[config.mk]
export PLATFORM = sky130hd
export DESIGN_NAME = pxl_ctrl
export DESIGN_NICKNAME = d
export VERILOG_FILES = /design/src/pxl_pkg.sv /design/src/pxl_err_if.sv /design/src/pxl_ctrl.sv /design/src/pxl_err_counter.sv
export SDC_FILE = /design/constraint.sdc
export NUM_CORES = 1
export LEC_CHECK = 0
export ABC_AREA = 0
export BUFFER_PORTS_ARGS = -buffer_cell sky130_fd_sc_hd__buf_2
export CAP_MARGIN = 20
export CORE_MARGIN = 4
export CORE_UTILIZATION = 28
export CTS_BUF_LIST = sky130_fd_sc_hd__clkbuf_4
export CTS_CLUSTER_SIZE = 8
export DETAILED_ROUTE_END_ITERATION = 12
export SYNTH_ARGS = -nofsm -noshare
export SYNTH_HDL_FRONTEND = slang
export SYNTH_HIERARCHICAL = 1
export SYNTH_SLANG_ARGS = --single-unit
[constraint.sdc]
create_clock -name clock -period 2.5 [get_ports clock]
set_input_delay 0.375 -clock clock [delete_from_list [all_inputs] [get_ports clock]]
set_output_delay 0.375 -clock clock [all_outputs]
set_load 0.005 [all_outputs]
[src/pxl_pkg.sv]
// pxl_pkg: register offsets, field positions and reset values for the
// crossover and loopback control block. Assumes a 5-bit management register address.
package pxl_pkg;
	localparam logic [4:0] ADDR_CTRL_TWO = 5'h12;
	localparam logic [4:0] ADDR_LOOPBACK = 5'h13;
	localparam logic [4:0] ADDR_RX_ERR = 5'h14;
	// second control register fields
	localparam int CT_RESOLVE_BIT = 15;
	localparam int CT_FALSE_CARRIER_BIT = 14;
	localparam int CT_SYMBOL_BIT = 13;
	localparam int CT_AUTO_XOVER_BIT = 10;
	localparam int CT_MANUAL_X_BIT = 9;
	localparam int CT_DIAG_BIT = 2;
	localparam logic [15:0] CT_WRITE_MASK = 16'he604;
	localparam logic [15:0] CT_RESET = 16'h8400;
	// loopback control fields
	localparam int LB_MII_BIT = 15;
	localparam int LB_DIGITAL_BIT = 12;
	localparam int LB_LINE_DRIVER_BIT = 10;
	localparam int LB_REMOTE_BIT = 9;
	localparam int LB_EXT_CABLE_BIT = 7;
	localparam int LB_TX_SUPPRESS_BIT = 6;
	localparam int LB_FORCE_LINK_BIT = 0;
	localparam logic [15:0] LB_WRITE_MASK = 16'h96c1;
	localparam logic [15:0] LB_RESET = 16'h1001;
	typedef enum logic [1:0] {
		PXL_WIRING_MDI = 2'b00,
		PXL_WIRING_MDIX = 2'b01
	} pxl_wiring_t;
endpackage

[src/pxl_err_if.sv]
// pxl_err_if: error events and read-clear between the control block and its
// receive error counter. Single clock domain.
`timescale 1ns/1ns
interface pxl_err_if;
	logic crc_err;
	logic symbol_err;
	logic false_carrier;
	logic count_false_carrier;
	logic count_symbol;
	logic read_clear;
	logic [15:0] count;
	modport ctrl (output crc_err, output symbol_err, output false_carrier, output count_false_carrier,
		output count_symbol, output read_clear, input count);
	modport cnt (input crc_err, input symbol_err, input false_carrier, input count_false_carrier,
		input count_symbol, input read_clear, output count);
endinterface

[src/pxl_ctrl.sv]
// pxl_ctrl: crossover, diagnostics, error-count select and loopback control registers.
// Assumes a management front end gives a one-cycle read or write strobe with register address,
// and the transceiver core supplies error pulses, detected wiring and link state on this clock.
//
// Functional notes
// - auto crossover bit 10, reset one
// - manual bit 9 picks MDI or MDI-X
// - manual bit ignored under automatic crossover
// - third/fourth pair swap always corrected
// - pair mapping per wiring only, same at every speed
// - diagnostics enable bit 2, reset zero
// - select bits choose counted error kinds
// - bits 14 and 13 select counter source
// - 16-bit error counter, read only, clear-on-read
// - bit 15 selects MII loopback
// - bit 12 all-digital loopback, reset one
// - bit 10 line driver, 9 remote
// - bit 7 external cable loopback
// - bit 6 suppresses transmit in digital loopback
// - bit 0 forces link in MII loopback
// - other loopbacks report real link state
`timescale 1ns/1ns
module pxl_ctrl (
	input wire logic clock,
	input wire logic sys_rst,
	input wire logic mgmt_wr,
	input wire logic mgmt_rd,
	input wire logic [4:0] mgmt_addr,
	input wire logic [15:0] mgmt_wdata,
	output logic [15:0] mgmt_rdata,
	output logic mgmt_rvalid,
	input wire logic general_loopback,
	input wire logic [1:0] speed,
	input wire logic detected_mdix,
	input wire logic detected_pair_swap,
	input wire logic link_up,
	input wire logic crc_err,
	input wire logic symbol_err,
	input wire logic false_carrier,
	output logic wiring_mdix,
	output logic pair_swap_cd,
	output logic [1:0] tx_pair_sel,
	output logic [1:0] rx_pair_sel,
	output logic diag_enable,
	output logic resolve_before_force,
	output logic mii_loopback,
	output logic digital_loopback,
	output logic line_driver_loopback,
	output logic remote_loopback,
	output logic ext_cable_loopback,
	output logic tx_suppress,
	output logic link_status,
	output logic loopback_setup_error
);
	logic [15:0] ctrl_two_reg;
	logic [15:0] ctrl_two_next;
	logic [15:0] loop_reg;
	logic [15:0] loop_next;
	logic [15:0] rdata_reg;
	logic [15:0] rdata_next;
	logic rvalid_reg;
	logic rvalid_next;
	logic [1:0] tx_sel_reg;
	logic [1:0] tx_sel_next;
	logic [1:0] rx_sel_reg;
	logic [1:0] rx_sel_next;
	logic mdix_reg;
	logic mdix_next;
	logic swap_reg;
	logic swap_next;
	logic link_reg;
	logic link_next;
	logic any_loop;
	logic want_gen;
	pxl_err_if err ();

	assign err.crc_err = crc_err;
	assign err.symbol_err = symbol_err;
	assign err.false_carrier = false_carrier;
	assign err.count_false_carrier = ctrl_two_reg[pxl_pkg::CT_FALSE_CARRIER_BIT];
	assign err.count_symbol = ctrl_two_reg[pxl_pkg::CT_SYMBOL_BIT];
	assign err.read_clear = mgmt_rd && mgmt_addr == pxl_pkg::ADDR_RX_ERR;

	pxl_err_counter #(.WIDTH(16)) u_err_counter (
		.clock(clock),
		.sys_rst(sys_rst),
		.err(err)
	);

	always_comb begin
		ctrl_two_next = ctrl_two_reg;
		loop_next = loop_reg;
		rdata_next = rdata_reg;
		rvalid_next = 1'b0;
		if (mgmt_wr && mgmt_addr == pxl_pkg::ADDR_CTRL_TWO) begin
			ctrl_two_next = mgmt_wdata & pxl_pkg::CT_WRITE_MASK;
		end else if (mgmt_wr && mgmt_addr == pxl_pkg::ADDR_LOOPBACK) begin
			loop_next = mgmt_wdata & pxl_pkg::LB_WRITE_MASK;
		end
		if (mgmt_rd) begin
			rvalid_next = 1'b1;
			if (mgmt_addr == pxl_pkg::ADDR_CTRL_TWO) begin
				rdata_next = ctrl_two_reg;
			end else if (mgmt_addr == pxl_pkg::ADDR_LOOPBACK) begin
				rdata_next = loop_reg;
			end else if (mgmt_addr == pxl_pkg::ADDR_RX_ERR) begin
				rdata_next = err.count;
			end else begin
				rdata_next = 16'h0000;
			end
		end
	end

	always_comb begin
		if (ctrl_two_reg[pxl_pkg::CT_AUTO_XOVER_BIT]) begin
			mdix_next = detected_mdix;
		end else begin
			mdix_next = ctrl_two_reg[pxl_pkg::CT_MANUAL_X_BIT];
		end
		swap_next = detected_pair_swap;
		// slow speeds: one pair sends, the other receives; gigabit uses all pairs both ways,
		// channel A/B on the first two pairs, so the selects name the pair that carries channel A
		tx_sel_next = mdix_next ? 2'h1 : 2'h0;
		rx_sel_next = mdix_next ? 2'h0 : 2'h1;
		if (speed == 2'h2 && mdix_next) begin
			tx_sel_next = 2'h1;
			rx_sel_next = 2'h0;
		end
	end

	assign any_loop = loop_reg[pxl_pkg::LB_MII_BIT] | loop_reg[pxl_pkg::LB_DIGITAL_BIT] |
		loop_reg[pxl_pkg::LB_LINE_DRIVER_BIT] | loop_reg[pxl_pkg::LB_REMOTE_BIT] |
		loop_reg[pxl_pkg::LB_EXT_CABLE_BIT];
	// general loopback bit required for near-end modes
	assign want_gen = loop_reg[pxl_pkg::LB_MII_BIT] | loop_reg[pxl_pkg::LB_DIGITAL_BIT] |
		loop_reg[pxl_pkg::LB_LINE_DRIVER_BIT];

	always_comb begin
		if (general_loopback && loop_reg[pxl_pkg::LB_MII_BIT]) begin
			link_next = loop_reg[pxl_pkg::LB_FORCE_LINK_BIT];
		end else begin
			link_next = link_up;
		end
	end

	always_ff @(posedge clock) begin
		if (sys_rst) begin
			ctrl_two_reg <= pxl_pkg::CT_RESET;
			loop_reg <= pxl_pkg::LB_RESET;
			rdata_reg <= 16'h0000;
			rvalid_reg <= 1'b0;
			mdix_reg <= 1'b0;
			swap_reg <= 1'b0;
			tx_sel_reg <= 2'h0;
			rx_sel_reg <= 2'h1;
			link_reg <= 1'b0;
		end else begin
			ctrl_two_reg <= ctrl_two_next;
			loop_reg <= loop_next;
			rdata_reg <= rdata_next;
			rvalid_reg <= rvalid_next;
			mdix_reg <= mdix_next;
			swap_reg <= swap_next;
			tx_sel_reg <= tx_sel_next;
			rx_sel_reg <= rx_sel_next;
			link_reg <= link_next;
		end
	end

	assign mgmt_rdata = rdata_reg;
	assign mgmt_rvalid = rvalid_reg;
	assign wiring_mdix = mdix_reg;
	assign pair_swap_cd = swap_reg;
	assign tx_pair_sel = tx_sel_reg;
	assign rx_pair_sel = rx_sel_reg;
	assign diag_enable = ctrl_two_reg[pxl_pkg::CT_DIAG_BIT];
	assign resolve_before_force = ctrl_two_reg[pxl_pkg::CT_RESOLVE_BIT];
	assign mii_loopback = loop_reg[pxl_pkg::LB_MII_BIT] & general_loopback;
	assign digital_loopback = loop_reg[pxl_pkg::LB_DIGITAL_BIT] & general_loopback;
	assign line_driver_loopback = loop_reg[pxl_pkg::LB_LINE_DRIVER_BIT] & general_loopback;
	assign remote_loopback = loop_reg[pxl_pkg::LB_REMOTE_BIT] & ~general_loopback;
	assign ext_cable_loopback = loop_reg[pxl_pkg::LB_EXT_CABLE_BIT] & ~general_loopback;
	assign tx_suppress = digital_loopback & loop_reg[pxl_pkg::LB_TX_SUPPRESS_BIT];
	assign link_status = link_reg;
	// flags a host misconfiguration, does not block it
	assign loopback_setup_error = general_loopback & any_loop & ~want_gen;
endmodule

[src/pxl_err_counter.sv]
// pxl_err_counter: 16-bit receive error counter, saturating, cleared on read.
// Assumes event inputs are single-cycle pulses already in the clock domain.
`timescale 1ns/1ns
module pxl_err_counter #(
	parameter int WIDTH = 16
) (
	input wire logic clock,
	input wire logic sys_rst,
	pxl_err_if.cnt err
);
	logic [WIDTH-1:0] count_reg;
	logic [WIDTH-1:0] count_next;
	logic hit;
	always_comb begin
		// source choice: false carrier adds to either base kind
		hit = (err.count_symbol ? err.symbol_err : err.crc_err) | (err.count_false_carrier & err.false_carrier);
		count_next = count_reg;
		// an event in the read cycle is kept: the read returns the old value, the counter restarts at one
		if (err.read_clear) begin
			count_next = hit ? WIDTH'(1) : '0;
		end else if (hit && count_reg != '1) begin
			count_next = count_reg + WIDTH'(1);
		end
	end
	always_ff @(posedge clock) begin
		if (sys_rst) begin
			count_reg <= '0;
		end else begin
			count_reg <= count_next;
		end
	end
	assign err.count = 16'(count_reg);
endmodule

; Word-level counts from Yosys, hierarchy flattened
; Cells that the tools add are included.
[classes]
muxes = 14
n_bitwise = 17
reduce_logical = 9
n_eq_ne = 5
n_addsub = 1
[ops]
columns = cell, count
row1 = 16-bit 2-to-1 mux, 5
row2 = "16-bit by 1-bit adder with 16-bit output, second input constant", 1
row3 = "16-bit inequality test, second input constant", 1
row4 = "5-bit equality test, second input constant", 3
row5 = 1-bit bitwise AND, 9
row6 = 1-bit 2-to-1 mux, 9
row7 = 1-bit logical AND, 6
row8 = 1-bit OR, 5
row9 = 1-bit NOT, 3
row10 = "2-bit equality test, second input constant", 1
row11 = 2-bit AND reduction, 1
row12 = 2-bit nonzero test, 1
row13 = 2-bit OR reduction, 1
[word_totals]
input_bits = 34
wordCells = 58
reg_bits = 53
out_inout_bits = 33

; Longest topological paths before layout
; Gate-level depths: netlist of run 1.
[logic_depth]
depth_word = 6
ltp_mapped = 8
mapped_depth_nobuf = 6

; Modules after synthesis
; The synthesis of run 1 kept the hierarchy.
[by_module_without_submodules]
columns = mod, area_each_um2, n_inst, seq_area_each_um2, cells_each
row1 = pxl_ctrl, 1565.3, 1, 680.7, 175
row2 = pxl_err_counter, 853.3, 1, 320.3, 95

; Worst setup path before layout of run 1
; Ideal clock, no wire load.
[synth_timing]
kind = input to register
start = input port mgmt_addr[2]
end = register u_err_counter.count_reg[4] (netlist: u_err_counter/err.count[4])
setup_slack_ns = 0.532
n_path_buf = 3
path_stages = 8
required_time_ns = 2.441
setup_time_ns = 0.059
arrival_time_ns = 1.909
path_cell_list = nor2b_1 > buf_4 > buf_2 > and3_1 > or2_2 > buf_2 > or4_1 > nand2_1
[synth_via]
elab_chain_cells = 3
elab_cells_between_ends = 4
cone_classes = eq/ne (1) / mux (1) / reduce/logical (2)
[synth_rtl]
columns = item, line
row1 = "start, declared", pxl_ctrl.sv:28  ; input wire logic [4:0] mgmt_addr,
row2 = 5-bit equality test (*), pxl_ctrl.sv:82  ; assign err.read_clear = mgmt_rd && mgmt_addr == pxl_pkg::ADDR_RX_ERR;
row3 = 1-bit logical AND (*), pxl_ctrl.sv:82
row4 = net err.read_clear, pxl_err_if.sv:10  ; logic read_clear;
row5 = 16-bit 2-to-1 mux or 2-bit nonzero test (tied branches), -
row6 = "end signal, assigned", pxl_err_counter.sv:29  ; count_reg <= count_next;
row7 = "end, declared", pxl_err_counter.sv:11  ; logic [WIDTH-1:0] count_reg;
; Mark *: on every way through the listed nets, which the timed path passes. The rest lies on a longest branch.
; A chain may end at the register's enable or synchronous reset.

; Final worst setup path of run 1
[layout_timing]
start = register u_err_counter.count_reg[0] (netlist: u_err_counter/err.count[0])
end = register u_err_counter.count_reg[6] (netlist: u_err_counter/err.count[6])
[layout_via]
elab_chain_cells = 3
elab_cells_between_ends = 6
cone_classes = add/sub (1) / eq/ne (1) / mux (2) / reduce/logical (2)
[layout_rtl]
columns = item, line
row1 = 16-bit by 1-bit adder with 16-bit output or 16-bit inequality test (tied branches), "pxl_err_counter.sv:22, pxl_err_counter.sv:21"
row2 = 16-bit 2-to-1 mux or 1-bit logical AND (tied branches), pxl_err_counter.sv:21  ; end else if (hit && count_reg != '1) begin
row3 = 16-bit 2-to-1 mux or 2-bit nonzero test (tied branches), -
; Parallel ways exist; a longest one is shown, timed or not. The select of a mux whose other input is x is not followed.

==> impl_metrics.csv, run 1 <==
group,metric,value,unit
drt,vias,2102,
sta,hold_viol,0,
grt,gr-total-overflow,0,
place,port_buffers,56,
sta,rsz0062_at_grt,"no",
synth,synth_top_cells_by_count,"dfxtp_1 (50), nand3_1 (22), a21oi_1 (20)",
clock_network,postCtsSetupRepairBufs,0,
clock_network,cts_inserted_buffers,5,
synth,synth_ff_type,"dfxtp_1",
worst_setup_path,cpMaxStageDelayCell,"dfxtp_1",
die,die_w,101,µm
clock_network,htreeDepth,2,
grt,grt_max_degree,29,
clock_network,clock_sinks,50,
clock_network,clockRootBuffer,"clkbuf_4",
run_status,status,"finished clean",
grt,use_met1,17.9,%
worst_setup_path,crit_buf_inv,0,
drt,avgViaCountPerCell,4.93,
pwr,switching_power,0.330,mW
worst_setup_path,worstSetupEndpointType,"flop",
grt,grt_pass1_wl,9890,µm
worst_setup_path,crit_type,"flop to flop",
sta,tightest_slew,0.535,ns
sta,fin_tns_setup,0,ns
clock_network,insertion_delay,0.36,ns
grt,grtUsageMet2,17.4,%
synth,ys_types,54,
worst_setup_path,slowest_delay,0.46,ns
synth,syn_area_per_cell,8.96,µm²
worst_setup_path,worstPathRequired,2.77,ns
worst_hold_path,hp-class,"input pin to flop",
pwr,pwr-share-clk,27.5,%
sta,fin_skew,0.00833,ns
synth,synth-seq-area-share,41.4,%
synth,synth_area_leader_cell,"dfxtp_1",
pwr,pwr-share-comb,9.9,%
place,dp_hpwl,4470,µm
worst_setup_path,crit_chain,"ha_1 -> nand3_1 -> or2_4 -> o21ai_4 -> o311ai_0 -> o41ai_1",
pwr,p_leak,1.08,nW
synth,ys.warnings.count,6,
die,die-area,10200,µm²
die,initial_core_util,29.1,%
drt,remaining_drc_errors,0,
sta,period_needed,1.85,ns
drt,ant_nets,0,
synth,synthesis.area,2420,µm²
die,rows,33,
drt,wl_per_cell,13.7,µm
grt,grt_usage,11.9,%
synth,synth.most_common_cell,"dfxtp_1",
sta,slew_viol_final,0,
place,gp_congestion,0.868,
synth,synth_top_area_share,41.4,%
worst_setup_path,arrival,2.12,ns
cells_and_area,diodes,0,
sta,clock.fmax,541,MHz
grt,grt_pass1_vias,2012,
synth,yosys-top-cells-area,"dfxtp_1 (41%), nand3_1 (4.6%), a21oi_1 (4.1%)",
cells_and_area,nNetsFinal,355,
sta,slew_headroom,64.3,%
pwr,p_per_area,470,nW/µm²
synth,ys_ff_latch,50,
die,core_area,8300,µm²
grt,grt_util_met3,2.15,%
grt,antenna_found_initial,0,
drt,drt_first_pass_iters,4,
worst_setup_path,cp_max_fo,13,
sta,setup_viol,0,
clock_network,ctsHoldBuffers,0,
die,num_io_pins,67,
die,die_y,101,µm
worst_setup_path,startpoint_type,"flop",
clock_network,cts.clk_slew.worst_paths,0.13,ns
cells_and_area,post_route_cells_drive_above_1_share,28.0,%
drt,drt-initial-drc-count,109,
clock_network,cts_tree,"done",
cells_and_area,syn_to_final_growth,15.5,%
synth,async_flop_share,0,%
worst_setup_path,cp_top_family,"compound AO/OA/AOI/OAI gates",
drt,routed_wl,5840,µm
pwr,swShare,25.2,%
pwr,power_frac_seq,62.6,%
sta,finalCritPeriodShare,74.0,%
clock_network,cts_buffer_depth,2,
pwr,fin_total_pwr,1.31,mW
pwr,p_int,0.981,mW
flow_run,drv_cap,0,
pwr,peakVddDrop,0.226,mV
synth,synth_edf_count,0,
synth,synthCells,270,
sta,hold-worst-slack,0.213,ns
grt,grt.busiest_layer,"met1",
clock_network,cts_resized,0,
-- worst register-to-register path: cells and delay by family (launching register included) --
kind / cells / cell delay [ns]
adder cells (fa/ha/maj): 1 / 0.21
flip-flops: 1 / 0.46
AND/OR/NAND/NOR: 2 / 0.55
AO/OA/AOI/OAI: 3 / 0.55
-- metal layers --
metal  wire length (µm)  share of wire, %
met2               2490                43
met1               2950                51
met3                345               5.9
met4                 53              0.91
met5                  0                 0
-- through the flow --
| step | setup slack [ns] | cells | utilization, % | instance area (µm²) |
|---|---|---|---|---|
| after floorplan | 0.532 | 271 | - | 2420 |
| after global placement | 0.581 | 418 | 33.0 | 2740 |
| after detailed placement | 0.586 | 418 | 33.0 | 2740 |
| after CTS | 0.633 | 426 | 33.7 | 2790 |
| after global routing | 0.366 | 426 | 33.7 | 2790 |
| final | 0.650 | 426 | 33.7 | 2790 |
-- cells by family (layout without fill, tap and decap cells) --
group / count (synthesis) / in the layout / share of synthesized area (%)
other cells: 1 / 2 / 0.155
flops: 50 / 50 / 41.4
xor+xnor: 6 / 6 / 2.17
fa+ha+maj: 1 / 1 / 0.517
mux: 4 / 4 / 1.81
compound gates: 65 / 65 / 18.9
buf+inv: 22 / 72 / 5.74
simple gates: 121 / 121 / 29.3
-- cell type report --
cell class | count | area, µm²
multi-input cells | 199 | 1280
flip-flops and latches | 50 | 1000
fillers | 887 | 5510
clock inverters | 2 | 8.76
clock buffers | 6 | 45.0
repair buffers | 60 | 310
inverters | 4 | 15.0
well taps | 105 | 131
-- layout by cell type, fill, tap and decap left out, drive strengths merged, types with 2 or more instances in the layout --
cell     n
nor2b    8
clkinv   2
o21ai   18
nand2b   8
o211ai   3
o311ai   3
a211o    4
clkbuf   6
and2     4
a22oi    3
mux2     3
a21oi   20
a311oi   7
nand2   17
o41ai    3
nand4   12
nor2    19
dfxtp   50
and3     9
nand3   25
or3      6
or2      4
or4      2
buf     60
conb     2
inv      4
xor2     5
-- power groups by stage --
stage	sequential (mW)	combinational, mW	clock (mW)
after floorplan	0.838	0.0828	0
after global placement	0.839	0.129	0
after detailed placement	0.839	0.131	0
after CTS	0.821	0.131	0.384
after global routing	0.824	0.147	0.407
final	0.821	0.130	0.361
-- final timing paths --
check                                                start                    endpoint  slack [ns]  cells after the start
worst min register to register              mgmt_rdata[13]              mgmt_rdata[13]        0.47                      2
worst min-delay path                    detected_pair_swap                pair_swap_cd        0.21                      2
worst max-delay path            u_err_counter/err.count[0]  u_err_counter/err.count[6]        0.65                      6
worst max register to register  u_err_counter/err.count[0]  u_err_counter/err.count[6]        0.65                      6
Power figures use the tool's default switching activity.
==> inputs of run 2 (changes only) <==
ABC_AREA = 1   (was 0)
clock period = 1.87 ns   (was 2.5 ns; I/O delays follow)
==> run 2 against run 1 <==
Net effect:
- clock-buffer cell count is 1 lower
- die area up 7.1%
- register-to-register slack worse by 0.46 ns
- cell count grew 31%
- critical endpoint is now u_err_counter/err.count[0]
- design area is 11% higher
- largest power group unchanged
- critical path depth rose by 2
- sequential power up 35%
- core utilization rose by 1.3 points
==> impl_metrics.csv, run 2 <==
group,metric,value,unit
run_status,status,"finished clean",
grt,antenna_found_initial,0,
grt,grt.busiest_layer,"met2",
synth,synth.most_common_cell,"nand2_1",
drt,ant_nets,0,
worst_hold_path,hold_end,"pair_swap_cd",
die,die_w,104,µm
clock_network,cts_buffer_depth,2,
grt,gr-total-overflow,0,
worst_hold_path,min_from,"detected_pair_swap",
pwr,peakVddDrop,0.267,mV
synth,async_flop_share,0,%
die,core_area,8890,µm²
clock_network,cts_resized,0,
worst_setup_path,cp_max_fo,10,
grt,grt_max_degree,18,
synth,synth_area_leader_cell,"dfxtp_1",
pwr,p_int,1.33,mW
synth,ys_ff_latch,50,
sta,setup_viol,0,
flow_run,drv_cap,0,
worst_setup_path,arrival,2.00,ns
sta,rsz0062_at_grt,"no",
place,dp_hpwl,5150,µm
synth,synth_ff_type,"dfxtp_1",
clock_network,insertion_delay,0.38,ns
die,rows,34,
worst_setup_path,rr_endpoint,"u_err_counter/err.count[0]",
sta,finalCritPeriodShare,89.8,%
worst_setup_path,worstSetupEndpointType,"flop",
sta,period_needed,1.68,ns
clock_network,cts_inserted_buffers,5,
place,dp.cells,552,
pwr,pwr-share-clk,28.4,%
die,initial_core_util,29.3,%
grt,grtUsageMet2,19.8,%
cells_and_area,fin_cells,560,
clock_network,cts_tree,"done",
pwr,fin_total_pwr,1.86,mW
cells_and_area,fillers,977,
cells_and_area,final_common_cell,"nand2_1",
drt,drt-initial-drc-count,111,
cells_and_area,syn_to_final_growth,19.2,%
grt,grt_pass1_vias,2433,
worst_setup_path,worstPathRequired,2.19,ns
cells_and_area,diodes,0,
clock_network,cts.clk_slew.worst_paths,0.17,ns
pwr,power_frac_seq,59.6,%
synth,synth_top_area_share,38.4,%
drt,routed_wl,6620,µm
grt,grt_usage,12.4,%
drt,wl_per_cell,11.8,µm
worst_hold_path,hp-class,"input pin to flop",
grt,grt_util_met3,2.36,%
sta,slew_viol_final,0,
clock_network,postCtsSetupRepairBufs,0,
pwr,p_per_area,599,nW/µm²
sta,hold-worst-slack,0.0808,ns
worst_setup_path,r2r_cells,8,
sta,clock.fmax,596,MHz
worst_setup_path,crit_type,"flop to flop",
sta,fin_skew,0.0185,ns
cells_and_area,post_route_cells_drive_above_1_share,22.1,%
clock_network,clockRootBuffer,"clkbuf_4",
clock_network,ctsHoldBuffers,0,
cells_and_area,nNetsFinal,486,
clock_network,htreeDepth,2,
drt,remaining_drc_errors,0,
worst_setup_path,r2r_start,"u_err_counter/err.count[0]",
synth,ys_types,29,
pwr,pwr-share-comb,12.0,%
sta,fin_tns_setup,0,ns
grt,grt_pass1_wl,11300,µm
place,gp_congestion,0.853,
place,place_area,3040,µm²
synth,synth_edf_count,0,
pwr,switching_power,0.533,mW
synth,yosys-top-cells-area,"dfxtp_1 (38%), nand2_1 (15%), nor2_1 (9.4%)",
die,num_io_pins,67,
pwr,swShare,28.7,%
worst_hold_path,hold_depth,3,
drt,avgViaCountPerCell,4.63,
synth,ys.warnings.count,6,
pwr,p_leak,1.48,nW
synth,syn_area_per_cell,6.72,µm²
worst_setup_path,reg2reg_slack,0.19,ns
die,die-area,10900,µm²
drt,vias,2592,
synth,synthesis.area,2610,µm²
cells_and_area,final_area,3110,µm²
synth,synthCells,388,
synth,synth-seq-area-share,38.4,%
die,die_y,104,µm
cells_and_area,layout_common_cells,"nand2_1 (103), nor2_1 (65), buf_2 (56)",
drt,drt_first_pass_iters,4,
clock_network,clock_sinks,50,
grt,use_met1,17.3,%
worst_setup_path,startpoint_type,"flop",
sta,hold_viol,0,
place,port_buffers,56,
synth,synth_top_cells_by_count,"nand2_1 (103), nor2_1 (65), dfxtp_1 (50)",
==> run 2: changes by cell type in the layout (fill, tap and decap cells not counted), sizes merged, moves of 7 or more <==
cell	change
nor2	+54
nand2	+91
inv	+35
buf	+10
nor2b	-8
nand2b	-8
a311oi	-7
nand3	+8
and3	-9
==> run 2: area by class of cell <==
class,count,area [µm²],area share [%]
clock buffers,5,37.5,1.21
flip-flops and latches,50,1000,32.2
repair buffers,70,385,12.4
well taps,108,135,4.35
multi-input cells,284,1370,44.0
clock inverters,3,23.8,0.765
inverters,40,156,5.03
==> run 2: cells by family after synthesis <==
kind of cell	Yosys count	share of synthesized area [%]
other cells	1	0.144
flops	50	38.4
compound gates	44	9.07
buf+inv	55	9.46
simple gates	232	40.8
fa+ha+maj	1	0.480
xor+xnor	5	1.68
==> run 2: worst max-delay path: stages (launching register included) <==
cell	delay, ns
dfxtp_1	0.38
ha_1	0.22
nand2_1	0.11
nor2_4	0.14
nand2_2	0.11
o21ai_2	0.18
buf_4	0.20
nand3_1	0.09
a21oi_1	0.17
==> run 2: per-layer routing <==
layer | wire length (µm) | share of wire, %
met3 | 256 | 3.9
met2 | 3040 | 46
met5 | 0 | 0
met1 | 3270 | 49
met4 | 62 | 0.94
==> run 2: power by group through the flow <==
stage                     Combinational [mW]  Clock [mW]  Sequential [mW]
after global routing                   0.253       0.596             1.11
after detailed placement               0.224           0             1.13
after floorplan                        0.135           0             1.13
after global placement                 0.221           0             1.13
after CTS                              0.224       0.547             1.11
final                                  0.224       0.528             1.11
==> run 2: worst max-delay path by stage <==
stage	from	end	slack [ns]
after global placement	u_err_counter/err.count[0]	u_err_counter/err.count[15]	0.26
after global routing	u_err_counter/err.count[0]	u_err_counter/err.count[9]	0.05
after detailed placement	u_err_counter/err.count[0]	u_err_counter/err.count[0]	0.23
after CTS	u_err_counter/err.count[0]	u_err_counter/err.count[0]	0.18
final	u_err_counter/err.count[0]	u_err_counter/err.count[0]	0.19
after floorplan	mgmt_addr[0]	u_err_counter/err.count[11]	0.30
==> run 2: stage by stage <==
step | worst slack, ns | util [%]
floorplan | 0.300 | -
global placement | 0.259 | 34.2
detailed placement | 0.233 | 34.2
CTS | 0.183 | 34.9
global route | 0.0467 | 34.9
finish | 0.191 | 34.9
==> inputs of run 3 (changes only) <==
CELL_PAD_IN_SITES_DETAIL_PLACEMENT = 2   (was default)
CELL_PAD_IN_SITES_GLOBAL_PLACEMENT = 2   (was default)
PLACE_DENSITY_LB_ADDON = 0.1   (was default)
==> run 3 against run 2 <==
Net effect:
- first-iteration DRC count shrank 55%
- flip-flop and latch count unchanged
- combinational power rose by 11%
- worst hold slack gained 0.015 ns
- clock skew is 0.0038 ns lower
- sequential power about the same
- via count is 4.9% higher
- register-to-register slack hardly changed
- fmax about the same
- setup slack better by 0.00052 ns
- critical endpoint is now u_err_counter/err.count[11]
- largest power group unchanged
==> impl_metrics.csv, run 3 (synthesis gave the netlist of run 2 again) <==
group,metric,value,unit
pwr,peakVddDrop,0.265,mV
sta,slew_viol_final,0,
worst_setup_path,arrival,1.99,ns
drt,ant_nets,0,
drt,drt_first_pass_iters,4,
die,die_y,104,µm
place,port_buffers,56,
clock_network,ctsHoldBuffers,0,
clock_network,cts_inserted_buffers,5,
cells_and_area,post_route_cells_drive_above_1_share,24.3,%
place,gp_congestion,0.780,
clock_network,clockRootBuffer,"clkbuf_4",
die,num_io_pins,67,
pwr,p_per_area,595,nW/µm²
worst_setup_path,worstSetupEndpointType,"flop",
grt,grt_pass1_vias,2946,
sta,hold_viol,0,
clock_network,cts_resized,0,
die,initial_core_util,29.3,%
worst_hold_path,hp-class,"input pin to flop",
drt,routed_wl,8660,µm
clock_network,htreeDepth,2,
worst_setup_path,crit_type,"flop to flop",
sta,fin_skew,0.0147,ns
die,die-area,10900,µm²
pwr,p_leak,1.55,nW
grt,gr-total-overflow,0,
sta,clock.fmax,596,MHz
sta,rsz0062_at_grt,"no",
sta,period_needed,1.68,ns
worst_setup_path,startpoint_type,"flop",
cells_and_area,layout_common_cells,"nand2_1 (103), nor2_1 (65), buf_2 (56)",
sta,hold-worst-slack,0.0961,ns
cells_and_area,final_common_cell,"nand2_1",
die,core_area,8890,µm²
worst_setup_path,cp_max_fo,6,
run_status,status,"finished clean",
grt,grt_usage,16.5,%
die,rows,34,
drt,avgViaCountPerCell,4.75,
cells_and_area,fillers,1086,
grt,grt_max_degree,18,
worst_setup_path,worstPathRequired,2.18,ns
clock_network,cts.clk_slew.worst_paths,0.17,ns
drt,drt-initial-drc-count,50,
cells_and_area,nNetsFinal,499,
place,dp_hpwl,6910,µm
clock_network,postCtsSetupRepairBufs,0,
flow_run,drv_cap,0,
sta,setup_viol,0,
cells_and_area,regArea,1000,µm²
drt,vias,2720,
cells_and_area,diodes,0,
clock_network,cts_tree,"done",
drt,remaining_drc_errors,0,
clock_network,insertion_delay,0.37,ns
cells_and_area,syn_to_final_growth,22.7,%
sta,fin_tns_setup,0,ns
clock_network,clock_sinks,50,
cells_and_area,multi_input_area,1360,µm²
grt,grt_pass1_wl,14800,µm
grt,antenna_found_initial,0,
die,die_w,104,µm
clock_network,cts_buffer_depth,2,
sta,finalCritPeriodShare,89.8,%
drt,wl_per_cell,15.1,µm
## run 3: cell count changes in the layout (fill, tap and decap cells not counted), sizes merged
cell,change
clkinvlp,-1
inv,-1
clkinv,+2
buf,+13
## run 3: metrics by stage
step	area, µm²	total power [mW]	std cells	utilization [%]	worst slack [ns]
after floorplan	2610	1.27	389	-	0.300
after global placement	3140	1.37	565	35.3	0.299
after detailed placement	3140	1.38	565	35.3	0.285
after CTS	3200	1.93	573	36.0	0.190
after global routing	3200	2.01	573	36.0	0.0104
final	3200	1.90	573	36.0	0.192
## run 3: final timing paths
path | slack [ns] | startpoint | to | cells after the start
max | 0.19 | u_err_counter/err.count[0] | u_err_counter/err.count[11] | 10
min | 0.1 | mgmt_wdata[12] | loop_reg[12] | 3
max reg2reg | 0.19 | u_err_counter/err.count[0] | u_err_counter/err.count[11] | 10
min reg2reg | 0.48 | mgmt_rdata[8] | mgmt_rdata[8] | 2
## run 3: area by class of cell
type	instances	share of cell area, %
Clock buffer	5	1.17
Clock inverter	3	0.665
Inverter	40	4.89
Multi-Input combinational cell	284	42.6
Sequential cell	50	31.3
Tap cell	108	4.23
Timing Repair Buffer	83	15.1
## run 3: metal layers
layer | wire, µm | share of wire, % | vias up | global-route usage (%)
li1 | - | - | 1384 | -
met1 | 4220 | 49 | 1284 | 22.1
met2 | 4110 | 47 | 48 | 28.5
met3 | 287 | 3.3 | 4 | 2.67
met4 | 48 | 0.55 | 0 | 2.56
met5 | 0 | 0 | - | 0
## run 3: critical path: stages (launching register included)
cell and delay (ns):
dfxtp_1 0.39, ha_1 0.18, nand2_1 0.07, nor2_2 0.13, nand2_2 0.12, nor2_1 0.12, nor2_1 0.06, buf_4 0.15
nor2_1 0.20, nand2_1 0.11, o21ai_0 0.08
## run 3: power breakdown
part	internal [mW]	switching (mW)	leakage, nW	total, mW
clock network	0.148	0.401	0.0312	0.548
registers	1.09	0.0139	0.407	1.11
logic	0.0945	0.154	1.11	0.249
total	1.33	0.569	1.55	1.90
